$ cat config.mk
export PLATFORM = sky130hd
export DESIGN_NAME = sac_top
export DESIGN_NICKNAME = d
export VERILOG_FILES = /design/src/verilog/sac_pkg.sv /design/src/verilog/sac_clk_div.sv /design/src/verilog/sac_sar_seq.sv /design/src/verilog/sac_top.sv
export SDC_FILE = /design/constraint.sdc
export NUM_CORES = 1
export LEC_CHECK = 0
export ABC_AREA = 1
export CAP_MARGIN = 25
export CORE_ASPECT_RATIO = 0.75
export CORE_MARGIN = 2
export CORE_UTILIZATION = 35
export DETAILED_ROUTE_END_ITERATION = 12
export DONT_BUFFER_PORTS = 1
export PLACE_DENSITY_LB_ADDON = 0.1
export SLEW_MARGIN = 30
export SYNTH_ARGS = -nofsm -noshare
export SYNTH_HDL_FRONTEND = slang
export SYNTH_SLANG_ARGS = --single-unit
$ cat constraint.sdc
create_clock -name clk -period 4.3 [get_ports clk]
set_clock_uncertainty 0.05 [all_clocks]
set_input_delay 0.43 -clock clk [delete_from_list [all_inputs] [get_ports clk]]
set_output_delay 0.43 -clock clk [all_outputs]
set_load 0.01 [all_outputs]
$ cat src/verilog/sac_pkg.sv
package sac_pkg;

    ////////////////////////////////////////////////////////////////////////////////
    // Register byte offsets on the APB port.
    localparam logic [7:0] CONV_CONTROL_OFS = 8'h00;
    localparam logic [7:0] TIMING_OFS = 8'h04;
    localparam logic [7:0] HIGH_REF_CONTROL_OFS = 8'h08;
    localparam logic [7:0] CHANNEL_OFS = 8'h0C;
    localparam logic [7:0] ANALOG_PIN_CONFIG_OFS = 8'h10;
    localparam logic [7:0] RESULT_OFS = 8'h14;
    localparam logic [7:0] IRQ_STATUS_OFS = 8'h18;
    localparam logic [7:0] IRQ_CLEAR_OFS = 8'h1C;
    localparam logic [7:0] IRQ_ENABLE_OFS = 8'h20;

    ////////////////////////////////////////////////////////////////////////////////
    // Field positions.
    localparam int RES_LSB = 0;
    localparam int START_BIT = 2;
    localparam int EOC_BIT = 3;
    localparam int PIN_HI_LSB = 4;
    localparam int ENABLE_BIT = 7;
    localparam int CLK_SEL_LSB = 0;
    localparam int SAMPLE_SEL_LSB = 2;
    localparam int INT_REF_LSB = 0;
    localparam int EXT_REF_BIT = 2;
    localparam int CHAN_LSB = 0;
    localparam int GATE_BIT = 4;

    ////////////////////////////////////////////////////////////////////////////////
    // Reset values and codes.
    localparam logic [1:0] RES_RESET = 2'h0;
    localparam logic [1:0] CLK_SEL_RESET = 2'h0;
    localparam logic [1:0] SAMPLE_SEL_RESET = 2'h0;
    localparam logic [1:0] INT_REF_RESET = 2'h0;
    localparam logic [3:0] CHAN_RESET = 4'h0;
    localparam logic [7:0] PIN_CFG_RESET = 8'h00;
    localparam logic EOC_RESET = 1'b0;
    localparam logic [3:0] CHAN_LAST = 4'hB;
    localparam int RESULT_W = 12;
    localparam int FINISH_TICKS = 2;

    ////////////////////////////////////////////////////////////////////////////////
    // Timing: the instruction clock is the 20 MHz system clock divided down.
    localparam int CLK_HZ = 20000000;
    localparam int INSTR_HZ = 5000000;
    localparam int INSTR_DIV = CLK_HZ / INSTR_HZ;

    // Sequencer states.
    typedef enum logic [1:0] {
        SAC_IDLE = 2'b00,
        SAC_SAMPLE = 2'b01,
        SAC_CONVERT = 2'b10,
        SAC_FINISH = 2'b11
    } sac_state_e;

    // High reference choice as seen by the analog core.
    typedef struct packed {
        logic ext;
        logic [1:0] intSel;
    } sac_ref_s;

    // Input multiplexer drive as seen by the analog core.
    typedef struct packed {
        logic on;
        logic [3:0] sel;
    } sac_mux_s;

endpackage : sac_pkg

$ cat src/verilog/sac_clk_div.sv
`timescale 1ns/1ps

// Makes the instruction-clock enable and, from it, the converter clock enable.
module sac_clk_div #(
    parameter int INSTR_DIV = sac_pkg::INSTR_DIV
) (
    input wire logic clk,
    input wire logic rstn,
    input wire logic run,
    input wire logic [1:0] clkSel,
    output logic convTick
);
    import sac_pkg::*;

    typedef struct packed {
        logic [7:0] instrCnt;
        logic [4:0] convCnt;
        logic tick;
    } sac_div_s;

    sac_div_s s_reg;
    sac_div_s s_next;

    // Divide ratio of the converter clock against the instruction clock.
    function automatic logic [4:0] ratio(input logic [1:0] sel);
        case (sel)
            2'b00: ratio = 5'd16;
            2'b01: ratio = 5'd8;
            2'b10: ratio = 5'd1;
            default: ratio = 5'd2;
        endcase
    endfunction : ratio

    // Counters restart while idle so every conversion starts on a whole period.
    always_comb begin
        s_next = s_reg;
        s_next.tick = 1'b0;
        if (!run) begin
            s_next.instrCnt = 8'h00;
            s_next.convCnt = 5'h00;
        end else if (s_reg.instrCnt == 8'(INSTR_DIV - 1)) begin
            s_next.instrCnt = 8'h00;
            // divided converter clock
            // divisor code decode
            if (s_reg.convCnt == ratio(clkSel) - 5'd1) begin
                s_next.convCnt = 5'h00;
                s_next.tick = 1'b1;
            end else begin
                s_next.convCnt = s_reg.convCnt + 5'd1;
            end
        end else begin
            s_next.instrCnt = s_reg.instrCnt + 8'd1;
        end
    end

    // State register.
    always_ff @(posedge clk or negedge rstn) begin
        if (!rstn) begin
            s_reg <= '0;
        end else begin
            s_reg <= s_next;
        end
    end

    assign convTick = s_reg.tick;

endmodule : sac_clk_div

$ cat src/verilog/sac_sar_seq.sv
`timescale 1ns/1ps

// Sampling window, bit trials and the closing periods of one conversion.
module sac_sar_seq (
    input wire logic clk,
    input wire logic rstn,
    input wire logic tick,
    input wire logic enable,
    input wire logic startReq,
    input wire logic [1:0] sampleSel,
    input wire logic [1:0] resSel,
    input wire logic cmpHigh,
    output logic busy,
    output logic sampling,
    output logic [11:0] dacCode,
    output logic [11:0] result,
    output logic done
);
    import sac_pkg::*;

    typedef struct packed {
        sac_state_e st;
        logic [3:0] cnt;
        logic [3:0] bitIdx;
        logic [11:0] code;
        logic [11:0] res;
        logic done;
    } sac_seq_s;

    sac_seq_s s_reg;
    sac_seq_s s_next;
    logic [3:0] lowBit;

    // resolution sets the last trial bit
    assign lowBit = (resSel == 2'b00) ? 4'd4 : (resSel == 2'b01) ? 4'd2 : 4'd0;

    // Sample, trial and closing states step once per converter clock period; idle leaves on the start pulse at once.
    always_comb begin
        s_next = s_reg;
        s_next.done = 1'b0;
        case (s_reg.st)
            SAC_IDLE: begin
                if (startReq && enable) begin
                    s_next.st = SAC_SAMPLE;
                    // window length decode
                    s_next.cnt = 4'((4'd1 << sampleSel) - 4'd1);
                    s_next.code = 12'h000;
                end
            end
            SAC_SAMPLE: begin
                // sample before trials
                if (tick) begin
                    if (s_reg.cnt == 4'd0) begin
                        s_next.st = SAC_CONVERT;
                        s_next.bitIdx = 4'd11;
                        s_next.code = 12'h800;
                    end else begin
                        s_next.cnt = s_reg.cnt - 4'd1;
                    end
                end
            end
            SAC_CONVERT: begin
                // one trial per bit
                if (tick) begin
                    if (!cmpHigh) begin
                        s_next.code[s_reg.bitIdx] = 1'b0;
                    end
                    if (s_reg.bitIdx == lowBit) begin
                        s_next.st = SAC_FINISH;
                        s_next.cnt = 4'(FINISH_TICKS - 1);
                    end else begin
                        s_next.bitIdx = s_reg.bitIdx - 4'd1;
                        s_next.code[s_reg.bitIdx - 4'd1] = 1'b1;
                    end
                end
            end
            SAC_FINISH: begin
                // two closing periods
                if (tick) begin
                    if (s_reg.cnt == 4'd0) begin
                        s_next.st = SAC_IDLE;
                        s_next.res = s_reg.code >> lowBit;
                        s_next.done = 1'b1;
                    end else begin
                        s_next.cnt = s_reg.cnt - 4'd1;
                    end
                end
            end
            default: s_next.st = SAC_IDLE;
        endcase
        // disabled converter stops
        if (!enable) begin
            s_next.st = SAC_IDLE;
            s_next.done = 1'b0;
        end
    end

    // State register.
    always_ff @(posedge clk or negedge rstn) begin
        if (!rstn) begin
            s_reg <= '0;
        end else begin
            s_reg <= s_next;
        end
    end

    assign busy = (s_reg.st != SAC_IDLE);
    assign sampling = (s_reg.st == SAC_SAMPLE);
    assign dacCode = s_reg.code;
    assign result = s_reg.res;
    assign done = s_reg.done;

endmodule : sac_sar_seq

$ cat src/verilog/sac_top.sv
`timescale 1ns/1ps

////////////////////////////////////////////////////////////////////////////////
// Summary of operation
// Converter clock divides instruction clock.
// Sampling lasts one, two, four, eight periods.
// Software enables converter before any start.
// Writing start converts the selected input.
// End flag low while converting, else high; it resets low and stays low until the first conversion ends.
// End flag rise interrupts when both enabled.
// Results are up to twelve bits.
// External select takes reference from pin.
// Internal field picks supply, 4V, 3V, 2V.
// Channel gate low connects no source.
// Channel code picks pins, quarter supply.
// Pin config bits map to port pins.
// Analog config disables digital pin use.
// Software sets analog pins input, unpulled.
// Clock code picks sixteen, eight, one, two.
// Width code picks one, two, four, eight.
// Resolution code picks 8, 10, 12 bits.
// Conversion takes width plus bits plus two.
// Start clears end flag; busy start ignored.
module sac_top #(
    parameter int INSTR_DIV = sac_pkg::INSTR_DIV
) (
    input wire logic clk,
    input wire logic rstn,
    input wire logic psel,
    input wire logic penable,
    input wire logic pwrite,
    input wire logic [7:0] paddr,
    input wire logic [31:0] pwdata,
    output logic [31:0] prdata,
    output logic pready,
    output logic pslverr,
    input wire logic globalIrqEnable,
    input wire logic cmpOut,
    output logic convIrq,
    output logic coreEnable,
    output logic sampling,
    output logic [11:0] dacCode,
    output sac_pkg::sac_ref_s refSel,
    output sac_pkg::sac_mux_s muxSel,
    output logic [10:0] pinAnalog
);
    import sac_pkg::*;

    ////////////////////////////////////////////////////////////////////////////////
    // Register state of the block, held as one packed word.
    typedef struct packed {
        logic cmpMeta;
        logic cmpSync;
        logic [1:0] resSel;
        logic [2:0] pinHi;
        logic convEnable;
        logic [1:0] clkSel;
        logic [1:0] sampleSel;
        logic refExt;
        logic [1:0] refInt;
        logic chanGate;
        logic [3:0] chanSel;
        logic [7:0] pinCfg;
        logic irqEn;
        logic irqStat;
        logic eoc;
        logic startPulse;
        logic pready;
        logic pslverr;
        logic [31:0] prdata;
        logic irqOut;
        logic coreOn;
        sac_ref_s refOut;
        sac_mux_s muxOut;
        logic [10:0] pinOut;
    } sac_top_s;

    sac_top_s s_reg;
    sac_top_s s_next;

    // Sequencer and divider links.
    logic convTick;
    logic busy;
    logic done;
    logic [11:0] result;

    // Decoded phases of the APB transfer.
    logic setupPhase;
    logic writeAccess;

    // True for every offset that has a register behind it.
    function automatic logic mapped(input logic [7:0] addr);
        case (addr)
            CONV_CONTROL_OFS, TIMING_OFS, HIGH_REF_CONTROL_OFS, CHANNEL_OFS,
            ANALOG_PIN_CONFIG_OFS, RESULT_OFS, IRQ_STATUS_OFS, IRQ_CLEAR_OFS,
            IRQ_ENABLE_OFS: mapped = 1'b1;
            default: mapped = 1'b0;
        endcase
    endfunction : mapped

    ////////////////////////////////////////////////////////////////////////////////
    // Converter clock enable. It only runs during a conversion, which saves
    // switching while idle and lines the first period up with the start.
    sac_clk_div #(
        .INSTR_DIV(INSTR_DIV)
    ) u_div (
        .clk(clk),
        .rstn(rstn),
        .run(busy),
        .clkSel(s_reg.clkSel),
        .convTick(convTick)
    );

    // Successive-approximation sequencer.
    sac_sar_seq u_seq (
        .clk(clk),
        .rstn(rstn),
        .tick(convTick),
        .enable(s_reg.convEnable),
        .startReq(s_reg.startPulse),
        .sampleSel(s_reg.sampleSel),
        .resSel(s_reg.resSel),
        .cmpHigh(s_reg.cmpSync),
        .busy(busy),
        .sampling(sampling),
        .dacCode(dacCode),
        .result(result),
        .done(done)
    );

    ////////////////////////////////////////////////////////////////////////////////
    // The access phase always completes in its first cycle, because pready is
    // raised from the setup cycle. Write data land at that edge only.
    assign setupPhase = psel && !penable;
    assign writeAccess = psel && penable && s_reg.pready && pwrite && !s_reg.pslverr;

    ////////////////////////////////////////////////////////////////////////////////
    // Next-state logic for the bus slave, the control bits and the flags.
    always_comb begin
        s_next = s_reg;
        // The comparator is analog and asynchronous to clk, so it is
        // resynchronised. The converter clock is at least four clk periods,
        // which keeps this latency well inside one trial.
        s_next.cmpMeta = cmpOut;
        s_next.cmpSync = s_reg.cmpMeta;
        s_next.startPulse = 1'b0;
        s_next.pready = 1'b0;
        s_next.pslverr = 1'b0;

        // Setup cycle: decode and capture the read word.
        if (setupPhase) begin
            s_next.pready = 1'b1;
            s_next.pslverr = !mapped(paddr);
            s_next.prdata = 32'h0000_0000;
            if (!pwrite) begin
                case (paddr)
                    CONV_CONTROL_OFS: begin
                        s_next.prdata[RES_LSB +: 2] = s_reg.resSel;
                        // end flag readback
                        s_next.prdata[EOC_BIT] = s_reg.eoc;
                        s_next.prdata[PIN_HI_LSB +: 3] = s_reg.pinHi;
                        s_next.prdata[ENABLE_BIT] = s_reg.convEnable;
                    end
                    TIMING_OFS: begin
                        s_next.prdata[CLK_SEL_LSB +: 2] = s_reg.clkSel;
                        s_next.prdata[SAMPLE_SEL_LSB +: 2] = s_reg.sampleSel;
                    end
                    HIGH_REF_CONTROL_OFS: begin
                        s_next.prdata[INT_REF_LSB +: 2] = s_reg.refInt;
                        s_next.prdata[EXT_REF_BIT] = s_reg.refExt;
                    end
                    CHANNEL_OFS: begin
                        s_next.prdata[CHAN_LSB +: 4] = s_reg.chanSel;
                        s_next.prdata[GATE_BIT] = s_reg.chanGate;
                    end
                    ANALOG_PIN_CONFIG_OFS: begin
                        s_next.prdata[7:0] = s_reg.pinCfg;
                    end
                    RESULT_OFS: begin
                        s_next.prdata[RESULT_W - 1:0] = result;
                    end
                    IRQ_STATUS_OFS: begin
                        s_next.prdata[0] = s_reg.irqStat;
                    end
                    IRQ_ENABLE_OFS: begin
                        s_next.prdata[0] = s_reg.irqEn;
                    end
                    // The clear register and unmapped offsets read as zero.
                    default: s_next.prdata = 32'h0000_0000;
                endcase
            end
        end

        // Access edge of a write: store the addressed register.
        if (writeAccess) begin
            case (paddr)
                CONV_CONTROL_OFS: begin
                    s_next.resSel = pwdata[RES_LSB +: 2];
                    s_next.pinHi = pwdata[PIN_HI_LSB +: 3];
                    s_next.convEnable = pwdata[ENABLE_BIT];
                    // start needs converter enabled
                    // start bit launches conversion
                    // busy start ignored, flag cleared
                    if (pwdata[START_BIT] && pwdata[ENABLE_BIT] && !busy) begin
                        s_next.startPulse = 1'b1;
                        s_next.eoc = 1'b0;
                    end
                end
                TIMING_OFS: begin
                    s_next.clkSel = pwdata[CLK_SEL_LSB +: 2];
                    s_next.sampleSel = pwdata[SAMPLE_SEL_LSB +: 2];
                end
                HIGH_REF_CONTROL_OFS: begin
                    s_next.refInt = pwdata[INT_REF_LSB +: 2];
                    s_next.refExt = pwdata[EXT_REF_BIT];
                end
                CHANNEL_OFS: begin
                    s_next.chanSel = pwdata[CHAN_LSB +: 4];
                    s_next.chanGate = pwdata[GATE_BIT];
                end
                ANALOG_PIN_CONFIG_OFS: begin
                    s_next.pinCfg = pwdata[7:0];
                end
                IRQ_CLEAR_OFS: begin
                    if (pwdata[0]) begin
                        s_next.irqStat = 1'b0;
                    end
                end
                IRQ_ENABLE_OFS: begin
                    s_next.irqEn = pwdata[0];
                end
                // Read-only and unmapped offsets ignore writes.
                default: s_next.irqEn = s_reg.irqEn;
            endcase
        end

        // end flag set at finish
        // rising end flag latches event
        // The finishing event is applied after the clear, so an event in the
        // same cycle as a software clear is kept.
        // A start taken in the same cycle keeps the end flag low.
        if (done) begin
            s_next.eoc = !s_next.startPulse;
            s_next.irqStat = 1'b1;
        end

        // both enables gate request
        s_next.irqOut = s_next.irqStat && s_next.irqEn && globalIrqEnable;

        ////////////////////////////////////////////////////////////////////////
        // Analog core controls, all registered on the way out.
        s_next.coreOn = s_next.convEnable;

        // external reference overrides field
        // internal reference code passed
        s_next.refOut.ext = s_next.refExt;
        s_next.refOut.intSel = s_next.refExt ? 2'b00 : s_next.refInt;

        // gate low connects nothing
        // codes above quarter supply unconnected
        s_next.muxOut.on = s_next.chanGate && (s_next.chanSel <= CHAN_LAST);
        s_next.muxOut.sel = s_next.chanSel;

        // pin config bit mapping
        // analog pins lose digital use
        s_next.pinOut = {s_next.pinHi, s_next.pinCfg};
    end

    ////////////////////////////////////////////////////////////////////////////////
    // State register with the documented reset values.
    always_ff @(posedge clk or negedge rstn) begin
        if (!rstn) begin
            s_reg <= '0;
            s_reg.resSel <= RES_RESET;
            s_reg.clkSel <= CLK_SEL_RESET;
            s_reg.sampleSel <= SAMPLE_SEL_RESET;
            s_reg.refInt <= INT_REF_RESET;
            s_reg.chanSel <= CHAN_RESET;
            s_reg.pinCfg <= PIN_CFG_RESET;
            s_reg.eoc <= EOC_RESET;
        end else begin
            s_reg <= s_next;
        end
    end

    ////////////////////////////////////////////////////////////////////////////////
    // Outputs straight from the state register.
    assign prdata = s_reg.prdata;
    assign pready = s_reg.pready;
    assign pslverr = s_reg.pslverr;
    assign convIrq = s_reg.irqOut;
    assign coreEnable = s_reg.coreOn;
    assign refSel = s_reg.refOut;
    assign muxSel = s_reg.muxOut;
    assign pinAnalog = s_reg.pinOut;

endmodule : sac_top
# Word level (Yosys, flattened, before mapping)
# Index checks and enable logic that the tools add are counted.
# classes
eq_ne,32
order_cmp,5
n_addsub,6
n_bitwise,3
mul,0
muxes,61
shift,2
reduce_logical,38
n_div,0
# ops
cell,count
$mux W12,5
$mux W22,2
$pmux W12 S3,1
$mux W34,1
$eq A8 B5 Y1 const B,4
$mux W16,2
$mux W28,1
$mux W6,4
$pmux W6 S4,1
$mux W4,5
$mux W5,4
$eq A8 B4 Y1 const B,2
$mux W2,8
$mux W8,2
$ne A3 B2 Y1 const B,5
$pmux W5 S3,1
$reduce_and A5 Y1,3
$logic_and A1 B1 Y1,13
$mux W1,13
$mux W13,1
$and A12 B12 Y12,1
$not A12 Y12,1
$or A12 B12 Y12,1
$shr A12 B4 Y12,1
other kinds (36),65
# word_totals
mem_bits_ro,0
mem_count,0
in_bits,47
ff_bits,130
elab_cells,179
ramBits,0
latch_bits,0
output_inout_bits,68

# Longest topological paths before layout
# depth
word_depth,14
ltp_mapped,12
ltp_nobuf,11

# By module
# Synthesis repeated with hierarchy kept, for this count alone.
# hier_totals
hier_cells,797
hier_area_um2,6055.8
# modules_own_cells
module,cells_per_inst,n_inst,seq_area_each_um2,area_each_um2
sac_top,350,1,1251.2,2748.9
sac_sar_seq,331,1,875.8,2422.3
sac_clk_div,116,1,350.3,884.6

# Least setup slack after synthesis
# OpenSTA, ideal clock, no wires.
# synth_path
path_type,register -> register
from,register u_seq.s_reg[33] in the netlist's numbering
to,register u_seq.s_reg[33] in the netlist's numbering
setup_time_ps,118
period_less_slack_ps,1613
t_required_ps,4132
t_arrival_ps,1444
n_path_buf,1
setup_slack_ps,2687
stages_incl_launch_ff,8
path_cell_list,dfrtp_1 inv_1 ha_1 clkbuf_1 o31ai_1 nand4_1 nand2_1 nand2_1
# synth_via
elab_chain_cells,3
word_cells_on_any_way,14
cone_classes,eq/ne: 10; mux: 2; reduce/logical: 2
# synth_rtl
item,line_no,text
from (decl),sac_sar_seq.sv:30,sac_seq_s s_reg;
from (signal assigned),sac_sar_seq.sv:103,s_reg <= s_next;
"$eq A2 B2 Y1, or another cell as far along",sac_sar_seq.sv:41,case (s_reg.st)
"$ne A3 B2 Y1 (no source line), or another cell as far along",-,
$reduce_and A7 Y1 (no source line) / $mux W2 (equally long branches),-,
# Parallel ways exist; a longest one is shown, timed or not.
# A chain may end at the register's enable or synchronous reset.

# Worst setup path after layout
# layout_path
from,register u_seq.s_reg[29] in the netlist's numbering
to,register u_seq.s_reg (netlist bit u_seq.result[8])
# layout_via
elab_chain_cells,2
# layout_rtl
item,line_no,text
$logic_not A4 Y1,sac_sar_seq.sv:80,if (s_reg.cnt == 4'd0) begin
$reduce_and A3 Y1 (no source line),-,
# No other way between the ends.

==> impl_results.md <==
* Drt drc at 0
* Critical Path Source Type: flip-flop
* Count leader, synth: nand2_1
* Gr ovfl total at 0
* Share of layout cells above drive strength 1 at 7.76%
* Total CTS buffers at 9
* Top cell type's share of synthesized area at 42.6%
* Number of diodes at 0
* Switching share of power at 40.9%
* Final Cell Area at 5960 um2
* Critical Path Stages at 8
* CP bufs+invs at 3
* 1st-iter DRT viols at 312
* Dpl cell area at 5610 um2
* # IOs at between 100 and 150
* R2R setup slack at roughly 2100 ps
* Slew Viols, Final at 0
* Min Clock Period, post-route at 2170 ps
* Worst Hold Class: in -> reg
* Fmax at 0.460 GHz
* RSZ-0062 raised after global routing: false
* Worst-path clk slew at 80 ps
* Slowest CP cell: nand3_1
* Crit Path Class: reg -> reg
* Pwr per Cell Area at 483 nW/um2
* Worst-path maximum fanout at 22
* Clk pwr share at 29.0%
* Dominant cell type by area after synthesis: dfrtp_1
* Post-DP HPWL at 10500 um
* Crit share post-route at 50.5%
* Pin count of the biggest net entering global routing at 100
* Initial core utilization at 36.0%
* P_sw at 1.18 mW
* Sequential share of power at 38.5%
* Synth unique cells at 40
* Worst-margin pin slew at 885 ps
* Synthesized instance count at 759
* RD Place Congestion at 0.878
* Avg WL per Cell at roughly 15 um
* Setup TNS at 0 ps
* Vias at 4516
* Routed Antenna Nets at 0
* Hold Path Stages at 0
* Status: finished clean
* Core area at about 16000 um2
* Largest register FFs at 15
* Logic gate share of total power at 32.5%
* Relative slew slack at 40.8%
* Sequential element share of the synthesized area at 42.6%
* Initial antenna violation count at 0
* Vias in the first global route at 4385
* Top cell by count, worst path: inv_1
* Leak pwr at 2.96 nW
* Syn Area/Cell at 7.67 um2
* Clock sink count at between 90 and 100
* Root Driver: clkbuf_16
* First-pass GRT wire length at 23200 um
* Max cap viols at 0
* Synth async-reset ratio at 100%
* Post-synth EDFFs at 0
* Hold Violations, Final at 0
* Worst IR Drop VDD at 0.257 mV
* Synth-to-Final Area Change at 2.41%
* Commonest cells post-synth: 241 x nand2_1, 99 x dfrtp_1, 76 x inv_1, 65 x buf_4, 62 x o21ai_0
* Die Y at 116 um
* Die W at 153 um
* # setup viols final at 0
* Critical path cell sequence: inv_1, ha_1, nand3_4, inv_1, nand3_1, inv_1, nand2_1, nand2_1
* Worst path required time at 4550 ps
* DRT Pass-1 Iters at 5
* WP data arrival at between 2000 and 2500 ps
* Full die area at 17700 um2
* Drt total wl at around 14000 um
* Ranking of synthesized cells by area: dfrtp_1 43%, nand2_1 16%, buf_4 8.4%, o21ai_0 5.3%, inv_1 4.9%
* Crit path largest cell delay at around 550 ps
* Ys flop type: dfrtp_1
* Nets at 776
* Cell area after synthesis at a little under 6000 um2
* Internal at 1.70 mW
* Endpoint class of the critical path: flip-flop
* Clk_lat worst skew at 360 ps
* CTS Buffer Depth at 2
* Post-CTS sizing at 0
* # rows at 40
* Total track usage at 16.7%
* Synth Register Bits at 99
* Via-per-instance ratio at 4.85
* R2R cell count at 8
* Input/output buffers at 0
* Cell family with most CP delay: simple AND/OR/NAND/NOR gates
* H-tree lvl count at 3
* CTS tree: done
* Syn. warnings at 0
## cells in the final DEF, fill, tap and decap left out, types with 7 or more instances in the layout
master     count
a21oi_1        9
clkbuf_16      9
conb_1        20
dfrtp_1       99
ha_1          12
inv_1         76
inv_2          9
nand2_1      241
nand2_2        8
nand3_1       38
nand4_1        9
nor2_1        52
nor2_4         7
o21ai_0       62
o21ai_1       10
## per-stage QoR
step                      power (mW)  utilization [%]  cells  hold WS, ps  setup slack, ps
after floorplan                 1.84                -    778         84.4             2690
after global placement          2.02             34.7    914         88.1             2180
after detailed placement        2.03             34.7    914         87.6             2130
after CTS                       2.91             36.9    932         32.3             2110
after global routing            3.11             36.9    932         23.9             1880
final                           2.88             36.9    932         47.1             2130
## worst reg2reg max path, delay by kind of cell, from the launching register on
family	cells	cell delay [ps]
buffers and inverters	3	550
adders and majority gates	1	240
DFF	1	410
and+or+nand+nor	4	870
## what timing repair did
action                    in CTS  in global routing
setup buffers                  0                  0
hold buffers                   2                  0
hold endpoints to repair      99                  0
## worst paths after layout
kind / from / end
setup reg to reg: u_seq.s_reg[29] / u_seq.result[8]
max in group asynchronous: rstn / u_seq.result[10]
hold / removal: cmpOut / s_next[85]
hold reg to reg: s_next[85] / s_reg[85]
min in group asynchronous: rstn / u_div.s_reg[8]
setup / recovery: u_seq.s_reg[29] / u_seq.result[8]
## cell families (layout without fill, tap and decap cells)
logic type | count (synthesis) | count (layout) | share of synthesized area, %
AOI/OAI and AO/OA | 105 | 105 | 10.5
xor gates and xnor gates | 8 | 8 | 1.20
adders and majority gates | 12 | 12 | 2.58
buffers and inverters | 160 | 104 | 14.9
DFF | 99 | 99 | 42.6
muxes | 1 | 1 | 0.258
other | 1 | 20 | 0.0644
and+or+nand+nor | 373 | 373 | 27.9
## final cells by class
cell class	count	area (um2)
Clock inverter	7	83.8
Inverter	86	328
Tap cell	210	263
Fill cell	1700	10200
Timing Repair Buffer	2	37.5
Multi-Input combinational cell	519	2550
Clock buffer	9	225
Sequential cell	99	2480
## power groups by stage
| stage | Clock, mW | Combinational [mW] | Sequential, mW |
|---|---|---|---|
| final | 0.836 | 0.935 | 1.11 |
| after detailed placement | 0 | 0.905 | 1.13 |
| after global routing | 0.907 | 1.08 | 1.12 |
| after global placement | 0 | 0.894 | 1.12 |
| after CTS | 0.863 | 0.935 | 1.11 |
| after floorplan | 0 | 0.756 | 1.09 |
## routing by layer
layer / track usage (%) / up-vias / wire [um]
met3: 6.43 / 11 / 1130
met4: 4.38 / 0 / 147
met5: 0 / - / 0
li1: - / 2259 / -
met1: 23.3 / 2130 / 7000
met2: 24.5 / 116 / 5850
Note: power is estimated with default switching activity, not from simulation.
